===== src/cgpm_cfg.svh =====
// Constants for the custom glyph pattern memory
`ifndef CGPM_CFG_SVH
`define CGPM_CFG_SVH
`define CGPM_DEPTH 64
`define CGPM_WIDTH 8
`define CGPM_ADDR_W 6
`define CGPM_COLS 5
`define CGPM_ROW_LSB 0
`define CGPM_ROW_W 3
`define CGPM_SLOT_LSB 3
`define CGPM_CURSOR_ROW 3'h7
`define CGPM_CUSTOM_HI 4'h0
`define CGPM_TALL_SLOT_W 2
`define CGPM_WORD_RST 8'h00
`define CGPM_PTR_RST 6'h00
`endif


===== src/cgpm_pkg.sv =====
// Types shared by the custom glyph pattern memory files
`default_nettype none
package cgpm_pkg;
    // Host port activity
    typedef enum logic [2:0] {
        CGPM_IDLE = 3'b001,
        CGPM_WRITE = 3'b010,
        CGPM_READ = 3'b100
    } cgpm_op_type;
endpackage : cgpm_pkg
`default_nettype wire


===== src/cgpm_store.sv =====
// Flip-flop storage of the custom glyph pattern memory
`timescale 1ns/10ps
`default_nettype none
`include "cgpm_cfg.svh"
module cgpm_store #(
    parameter int DEPTH = `CGPM_DEPTH,
    parameter int WIDTH = `CGPM_WIDTH,
    parameter int AW = `CGPM_ADDR_W
) (
    // Clock and reset
    input wire logic i_clock,
    input wire logic i_rst,
    // Host write port
    input wire logic i_wr_en,
    input wire logic [AW-1:0] i_wr_addr,
    input wire logic [WIDTH-1:0] i_wr_data,
    // Host read port
    input wire logic [AW-1:0] i_rd_addr,
    output logic [WIDTH-1:0] o_rd_data,
    // Display fetch port
    input wire logic [AW-1:0] i_fetch_addr,
    output logic [WIDTH-1:0] o_fetch_data
);
    logic [WIDTH-1:0] mem_r [DEPTH];

    // Refuse a depth that the address width cannot index exactly
    if (DEPTH != (1 << AW)) begin : gen_bad_depth
        $error("cgpm_store: DEPTH must equal 2**AW");
    end

    // All eight bits are kept, displayed or not
    always_ff @(posedge i_clock or posedge i_rst) begin
        if (i_rst) begin
            for (int i = 0; i < DEPTH; i++) begin
                mem_r[i] <= `CGPM_WORD_RST;
            end
        end else if (i_wr_en) begin
            mem_r[i_wr_addr] <= i_wr_data;
        end
    end

    assign o_rd_data = mem_r[i_rd_addr];
    assign o_fetch_data = mem_r[i_fetch_addr];
endmodule : cgpm_store
`default_nettype wire


===== src/cgpm_glyph_mem.sv =====
// Custom glyph pattern memory: host access and pixel row fetch
// Operation
// 64 words of 8 bits, host writable
// Eight 5x7 slots or four 5x10 slots; the tall font fetches only rows 0-7 of slots 0, 2, 4 and 6
// Codes 00H-07H show the custom glyphs
// Unused words stay general read/write storage
// Only low five bits reach display
// Pointer advances after each data write
// Host sets address, writes rows, returns
// Code bits 0-2 form address bits 3-5
// Address bits 0-2 pick the row
// Eighth row is ORed with cursor
// Stored one in row eight always lights
// Host keeps row eight zero for cursor
// Bits 0-4 are columns, bit 4 leftmost
// Bits 5-7 stored but not displayed
// Upper code nibble zero selects custom memory
// Code bit 3 ignored for selection
// Stored one selects pixel, zero does not
// Pointer steps by one on read or write
// Data write goes via holding register
// Host waits for pending flag clear
// Data reads return all eight bits
`timescale 1ns/10ps
`default_nettype none
`include "cgpm_cfg.svh"
module cgpm_glyph_mem #(
    parameter int DEPTH = `CGPM_DEPTH,
    parameter int WIDTH = `CGPM_WIDTH,
    parameter int AW = `CGPM_ADDR_W,
    parameter int COLS = `CGPM_COLS
) (
    // Clock and reset
    input wire logic i_clock,
    input wire logic i_rst,
    // Pointer load from the command path
    input wire logic i_ptr_load,
    input wire logic [AW-1:0] i_ptr_value,
    input wire logic i_entry_increment,
    // Data access through the holding register
    input wire logic i_data_write,
    input wire logic i_data_read,
    input wire logic [WIDTH-1:0] i_write_data,
    output logic [WIDTH-1:0] o_data_holding_reg,
    output logic [AW-1:0] o_address_pointer,
    output logic o_internal_op_pending,
    // Display fetch
    input wire logic i_tall_font,
    input wire logic [7:0] i_char_code,
    input wire logic [2:0] i_row,
    input wire logic i_cursor_here,
    output logic o_custom_select,
    output logic [COLS-1:0] o_pixels
);
    // Holding register, pointer, commit, access and display state
    logic [WIDTH-1:0] data_holding_reg_r;
    logic [WIDTH-1:0] data_holding_reg_nxt;
    logic [AW-1:0] address_pointer_r;
    logic [AW-1:0] address_pointer_nxt;
    logic pending_r;
    logic pending_nxt;
    logic [AW-1:0] wr_addr_r;
    logic [AW-1:0] wr_addr_nxt;
    logic [COLS-1:0] pixels_r;
    logic [COLS-1:0] pixels_nxt;
    logic custom_r;
    logic custom_nxt;
    cgpm_pkg::cgpm_op_type op_r;
    cgpm_pkg::cgpm_op_type op_nxt;

    // Decode wires
    logic [AW-1:0] fetch_addr;
    logic [AW-1:0] step_addr;
    logic [WIDTH-1:0] rd_word;
    logic [WIDTH-1:0] fetch_word;
    logic [COLS-1:0] row_bits;
    logic custom_sel;
    logic store_en;
    logic wr_take;
    logic rd_take;

    // Refuse geometries the stored word or the slot and row fold cannot serve
    // A wider address is allowed; the fold then uses the low words only
    if (COLS > WIDTH) begin : gen_bad_cols
        $error("cgpm_glyph_mem: COLS wider than a stored word");
    end
    if (AW < `CGPM_SLOT_LSB + `CGPM_ROW_W) begin : gen_bad_aw
        $error("cgpm_glyph_mem: address too narrow for slot and row");
    end

    // Pointer moves by exactly one in the entry direction
    function automatic logic [AW-1:0] step(input logic [AW-1:0] a,
                                           input logic up);
        step = up ? a + AW'(1) : a - AW'(1);
    endfunction : step

    // Slot and row fold into an address; tall font uses only the even slot of each pair
    function automatic logic [AW-1:0] glyph_addr(input logic [7:0] code,
                                                 input logic [2:0] row,
                                                 input logic tall);
        logic [2:0] slot;
        slot = code[2:0];
        if (tall) begin
            slot = {code[`CGPM_TALL_SLOT_W-1:0], 1'b0};
        end
        glyph_addr = AW'({slot, row});
    endfunction : glyph_addr

    // An access is taken only while no commit is pending
    assign wr_take = i_data_write && !pending_r;
    assign rd_take = i_data_read && !pending_r;
    // Write has priority over read in the same cycle
    assign op_nxt = wr_take ? cgpm_pkg::CGPM_WRITE :
                    rd_take ? cgpm_pkg::CGPM_READ :
                    cgpm_pkg::CGPM_IDLE;
    assign step_addr = step(address_pointer_r, i_entry_increment);
    // Step the pointer only for an access that was taken
    assign address_pointer_nxt = i_ptr_load ? i_ptr_value :
                                 (op_nxt != cgpm_pkg::CGPM_IDLE) ?
                                 step_addr : address_pointer_r;
    // Outside a write, prefetch keeps the holding register showing the word at the pointer
    assign data_holding_reg_nxt = (op_nxt == cgpm_pkg::CGPM_WRITE) ?
                                  i_write_data : rd_word;
    assign store_en = (op_r == cgpm_pkg::CGPM_WRITE);
    // Write address trails the pointer; the byte lands one edge later
    assign wr_addr_nxt = address_pointer_r;
    // Pending covers the commit cycle, so a second access waits
    assign pending_nxt = (op_nxt == cgpm_pkg::CGPM_WRITE);

    // Display path selection
    assign custom_sel = (i_char_code[7:4] == `CGPM_CUSTOM_HI);
    assign fetch_addr = glyph_addr(i_char_code, i_row, i_tall_font);
    assign row_bits = fetch_word[COLS-1:0] |
                      {COLS{i_cursor_here &&
                            i_row == `CGPM_CURSOR_ROW}};
    // Fixed glyph codes give a dark row here; that path lies elsewhere
    assign pixels_nxt = custom_sel ? row_bits : {COLS{1'b0}};
    assign custom_nxt = custom_sel;

    // One write port for the host commit, two read ports; the host read
    // looks at the next pointer so the prefetch lands with the step

    cgpm_store #(
        .DEPTH(DEPTH),
        .WIDTH(WIDTH),
        .AW(AW)
    ) u_store (
        .i_clock(i_clock),
        .i_rst(i_rst),
        .i_wr_en(store_en),
        .i_wr_addr(wr_addr_r),
        .i_wr_data(data_holding_reg_r),
        .i_rd_addr(address_pointer_nxt),
        .o_rd_data(rd_word),
        .i_fetch_addr(fetch_addr),
        .o_fetch_data(fetch_word)
    );

    // Holding register: captured byte on a write, else the prefetched word
    always_ff @(posedge i_clock or posedge i_rst) begin
        if (i_rst) begin
            data_holding_reg_r <= `CGPM_WORD_RST;
        end else begin
            data_holding_reg_r <= data_holding_reg_nxt;
        end
    end

    // Address pointer; a load from the command path wins over a step
    always_ff @(posedge i_clock or posedge i_rst) begin
        if (i_rst) begin
            address_pointer_r <= `CGPM_PTR_RST;
        end else begin
            address_pointer_r <= address_pointer_nxt;
        end
    end

    // Commit address, held for the edge at which the byte lands
    always_ff @(posedge i_clock or posedge i_rst) begin
        if (i_rst) begin
            wr_addr_r <= `CGPM_PTR_RST;
        end else begin
            wr_addr_r <= wr_addr_nxt;
        end
    end

    // Access state and the one-cycle pending flag
    always_ff @(posedge i_clock or posedge i_rst) begin
        if (i_rst) begin
            pending_r <= 1'b0;
            op_r <= cgpm_pkg::CGPM_IDLE;
        end else begin
            pending_r <= pending_nxt;
            op_r <= op_nxt;
        end
    end

    // Registered pixel row; ones select pixels, bit 4 leftmost
    always_ff @(posedge i_clock or posedge i_rst) begin
        if (i_rst) begin
            pixels_r <= {COLS{1'b0}};
        end else begin
            pixels_r <= pixels_nxt;
        end
    end

    // Custom select flag, aligned with the pixel row it qualifies
    always_ff @(posedge i_clock or posedge i_rst) begin
        if (i_rst) begin
            custom_r <= 1'b0;
        end else begin
            custom_r <= custom_nxt;
        end
    end

    assign o_data_holding_reg = data_holding_reg_r;
    assign o_address_pointer = address_pointer_r;
    assign o_internal_op_pending = pending_r;
    assign o_custom_select = custom_r;
    assign o_pixels = pixels_r;
endmodule : cgpm_glyph_mem
`default_nettype wire


===== config.mk =====
export PLATFORM = sky130hd
export DESIGN_NAME = cgpm_glyph_mem
export DESIGN_NICKNAME = d
export VERILOG_FILES = /design/src/cgpm_pkg.sv /design/src/cgpm_store.sv /design/src/cgpm_glyph_mem.sv
export VERILOG_INCLUDE_DIRS = /design/src
export SDC_FILE = /design/constraint.sdc
export NUM_CORES = 1
export LEC_CHECK = 0
export BUFFER_PORTS_ARGS = -buffer_cell sky130_fd_sc_hd__buf_2
export CAP_MARGIN = 20
export CORE_MARGIN = 2
export CORE_UTILIZATION = 30
export DETAILED_ROUTE_END_ITERATION = 8
export HOLD_SLACK_MARGIN = 0.15
export PLACE_DENSITY_LB_ADDON = 0.05
export SLEW_MARGIN = 20
export SYNTH_ARGS = -nofsm -noshare
export SYNTH_HDL_FRONTEND = slang
export SYNTH_SLANG_ARGS = --single-unit

===== constraint.sdc =====
create_clock -name i_clock -period 19.5 [get_ports i_clock]
set_clock_uncertainty 0.1 [all_clocks]
set_input_delay 3.9 -clock i_clock [delete_from_list [all_inputs] [get_ports i_clock]]
set_output_delay 3.9 -clock i_clock [all_outputs]
set_load 0.02 [all_outputs]

==> run_results.csv <==
group,metric,value,unit
sta,tightest_slew,1.25,ns
sta,tns,0,ns
yosys,synth_area_leader_cell,"dfrtp_1",
placement,io_buffers,52,
floorplanning,die_w,308,um
layout,final_net_count,2448,
layout,area_growth,12.9,%
detailed_routing,wirelength,99.2,mm
floorplanning,initial_utilization,30.3,%
yosys,synth-simple-area-share,13.2,%
layout,drive_above_1_share,35.0,%
critical_path,cpMaxStageDelayCell,"a2111oi_2",
sta,fin_crit_sh,41.9,%
cts,htree_levels,3,
cts,cts_root_buf,"clkbuf_16",
global_routing,grt_pass1_vias,20100,
critical_path,crit_arrival,8.61,ns
floorplanning,die_h,308,um
floorplanning,core_area,91700,um^2
detailed_routing,num_vias,19700,
floorplanning,die_area,94900,um^2
yosys,synth_warnings,0,
yosys,syn_area,27700,um^2
critical_path,crit_path_max_incr_delay,0.78,ns
sta,fmax,0.122,GHz
layout,fill_cells,9108,
power_and_ir_drop,finalPower,0.00341,W
sta,finalSetupViolations,0,
layout,insertedDiodeCount,0,
power_and_ir_drop,vdd_drop_max,0.0763,mV
detailed_routing,firstDrtPassIters,5,
yosys,synth_top_area_share,48.8,%
cts,cts_buffers,69,
global_routing,grt_pass1_wl,147,mm
yosys,ys_seq_area_share,48.9,%
sta,relSlewSlack,15.7,%
sta,rsz0062_at_grt,"no",
yosys,synth-compound-area-share,4.16,%
global_routing,grt.total_usage,21.2,%
yosys,ys_seq_elements,542,
critical_path,critPathMostFrequentCell,"buf_4",
yosys,syn_inst,2408,
yosys,synth_xor_area_share,0.0947,%
detailed_routing,drtIter0Drc,1482,
placement,placed_area,29200,um^2
yosys,syn_area_per_cell,11.5,um^2
detailed_routing,wl_per_cell,27.3,um
critical_path,regToRegStartpoint,"o_address_pointer[0]$_DFF_PP0_",
yosys,syn-num-nets,2446,
yosys,synthArstFlopShare,100,%
yosys,synth_edf_count,0,
cts,post_cts_buffers,0,
cts,hold_buffers,0,
yosys,synth_fa_ha_area_share,0.253,%
global_routing,antenna_found_initial,1,
cts,clkLatencyLatePin,0.62,ns
critical_path,cp_max_fo,50,
critical_path,startpoint,"i_entry_increment",
worst_hold_path,min_from,"o_address_pointer[5]$_DFF_PP0_",
cts,cts.sink_count,542,
global_routing,gr-total-overflow,0,
critical_path,crit_type,"input pin to register",
layout,largest_reg_flops,512,
yosys,synth_area_leaders,"dfrtp_1 49%, mux2_2 21%, mux4_2 8.3%",
status,status,"finished, final reports clean",
cts,path_clk_slew,0.06,ns
floorplanning,std_cell_rows,111,
cts,cts_tree,"yes",
critical_path,endpoint_kind,"register",
sta,hold_violations,0,
layout,seq_area,13600,um^2
placement,dpl.hpwl,61.1,mm
placement,gp_congestion,0.785,
detailed_routing,drc_errors,0,
layout,stdcell_area,31300,um^2
power_and_ir_drop,power_density,109,nW/um^2
floorplanning,io_pins,54,
yosys,synth_top_family_by_area,"multiplexers",
yosys,synth.distinct_cells,68,
critical_path,crit_chain,"buf_2 > fa_1 > nor3_1 > a221oi_4 > buf_4 > clkinv_2 > buf_4 > buf_4 > nor2_2 > a31oi_1 > nand4_1 > a2111oi_2 > a311o_1",
critical_path,start_kind,"input pin",
yosys,synthMuxAreaShare,30.4,%
sta,maxSlewViolCount,0,
power_and_ir_drop,leakagePower,14.3,nW
detailed_routing,routed_via_density,5.41,
worst_hold_path,hold_class,"register to register",
global_routing,grt_max_degree,129,
detailed_routing,postRouteAntennaNets,0,
cts,ctsResizeCount,0,
yosys,synth_top_flop_cell,"dfrtp_1",
run,drv_cap,0,
layout,multi_input_area,13400,um^2
sta,period_needed,8.18,ns
critical_path,cp.required,19.93,ns
cts,clock_path_buffers,3,
cell usage after synthesis (all sizes together), types with 2 or more instances:
library cell  count
and3b             2
and2              9
a211o             2
a31oi            36
mux4            102
a311o             6
clkbuf           92
nand3b            4
or4               8
o2111ai           2
or3               4
nand4            11
a311oi            7
nor2b             8
mux2i            30
nor3b             2
nand3           162
o21ai             9
dfrtp           541
a221oi            2
nand2b            6
a32oi             5
nor4              9
ha                4
nor2             35
a22oi             2
a2111oi           3
nor3              7
a21oi            63
o21a              2
o211ai            3
mux2            517
xnor2             3
inv              14
and3             33
nand2           538
o22ai            20
a211oi            5
or2               2
buf              88
worst max-delay path, delay by kind of cell:
| family | cells | cell delay (ns) |
|---|---|---|
| compound gates | 4 | 1.29 |
| fa+ha+maj | 1 | 0.46 |
| simple gates | 3 | 0.97 |
| buf+inv | 5 | 1.84 |
through the flow:
| step | hold WS, ns | worst slack, ns | util [%] | instances |
|---|---|---|---|---|
| after floorplan | 0.372 | 0.351 | - | 2408 |
| after global placement | 0.376 | 10.71 | 31.9 | 3524 |
| after detailed placement | 0.386 | 10.74 | 31.9 | 3524 |
| after CTS | 0.403 | 11.41 | 34.2 | 3638 |
| after global routing | 0.406 | 11.25 | 34.2 | 3639 |
| final | 0.377 | 11.32 | 34.2 | 3639 |
routing by layer:
layer	up-vias	global-route usage, %	share of wire (%)
met4	0	4.62	1.6
met5	-	0	0
met1	10500	30.7	48
met2	458	34.2	47
met3	110	2.40	3.8
li1	8637	-	-
area by class of cell:
cell class,count,area share [%]
Clock buffer,106,6.41
Clock inverter,8,0.188
Inverter,15,0.248
Multi-Input combinational cell,1671,42.8
Sequential cell,542,43.3
Tap cell,1186,4.74
Timing Repair Buffer,111,2.32
report_power, final:
part	switching, W	total [W]	internal, W
Clock	0.000507	0.00121	0.000705
Combinational	0.000520	0.000805	0.000286
Sequential	0.000116	0.00139	0.00128
Total	0.00114	0.00341	0.00227
worst paths after layout:
kind                                                    to  slack (ns)  cells past startpoint
hold reg to reg                     wr_addr_r[5]$_DFF_PP0_        0.38                      0
hold / removal                      wr_addr_r[5]$_DFF_PP0_        0.38                      0
max in group asynchronous   u_store.mem_r[278]$_DFFE_PP0P_       13.58                      4
setup / recovery           o_data_holding_reg[7]$_DFF_PP0_       11.32                     13
setup reg to reg           o_data_holding_reg[7]$_DFF_PP0_       14.19                     13
min in group asynchronous   u_store.mem_r[241]$_DFFE_PP0P_        3.33                      2
logic make-up after synthesis:
logic type / after synthesis
AO/OA/AOI/OAI: 174
XOR/XNOR: 3
multiplexers: 649
adder cells (fa/ha/maj): 5
AND/OR/NAND/NOR: 840
flip-flops: 542
buffers and inverters: 195
cells in the final DEF (no fill, tap or decap), drive strengths merged, types with 7 or more instances in the layout:
cell type | Yosys | routed
a21oi | 63 | 63
a311oi | 7 | 7
a31oi | 36 | 36
and2 | 9 | 9
and3 | 33 | 33
buf | 88 | 110
clkbuf | 92 | 107
dfrtp | 541 | 541
inv | 14 | 18
mux2 | 517 | 517
mux2i | 30 | 30
mux4 | 102 | 102
nand2 | 538 | 538
nand3 | 162 | 162
nand4 | 11 | 11
nor2 | 35 | 35
nor2b | 8 | 8
nor3 | 7 | 7
nor4 | 9 | 9
o21ai | 9 | 9
o22ai | 20 | 20
or4 | 8 | 8
Power figures use the tool's default switching activity.
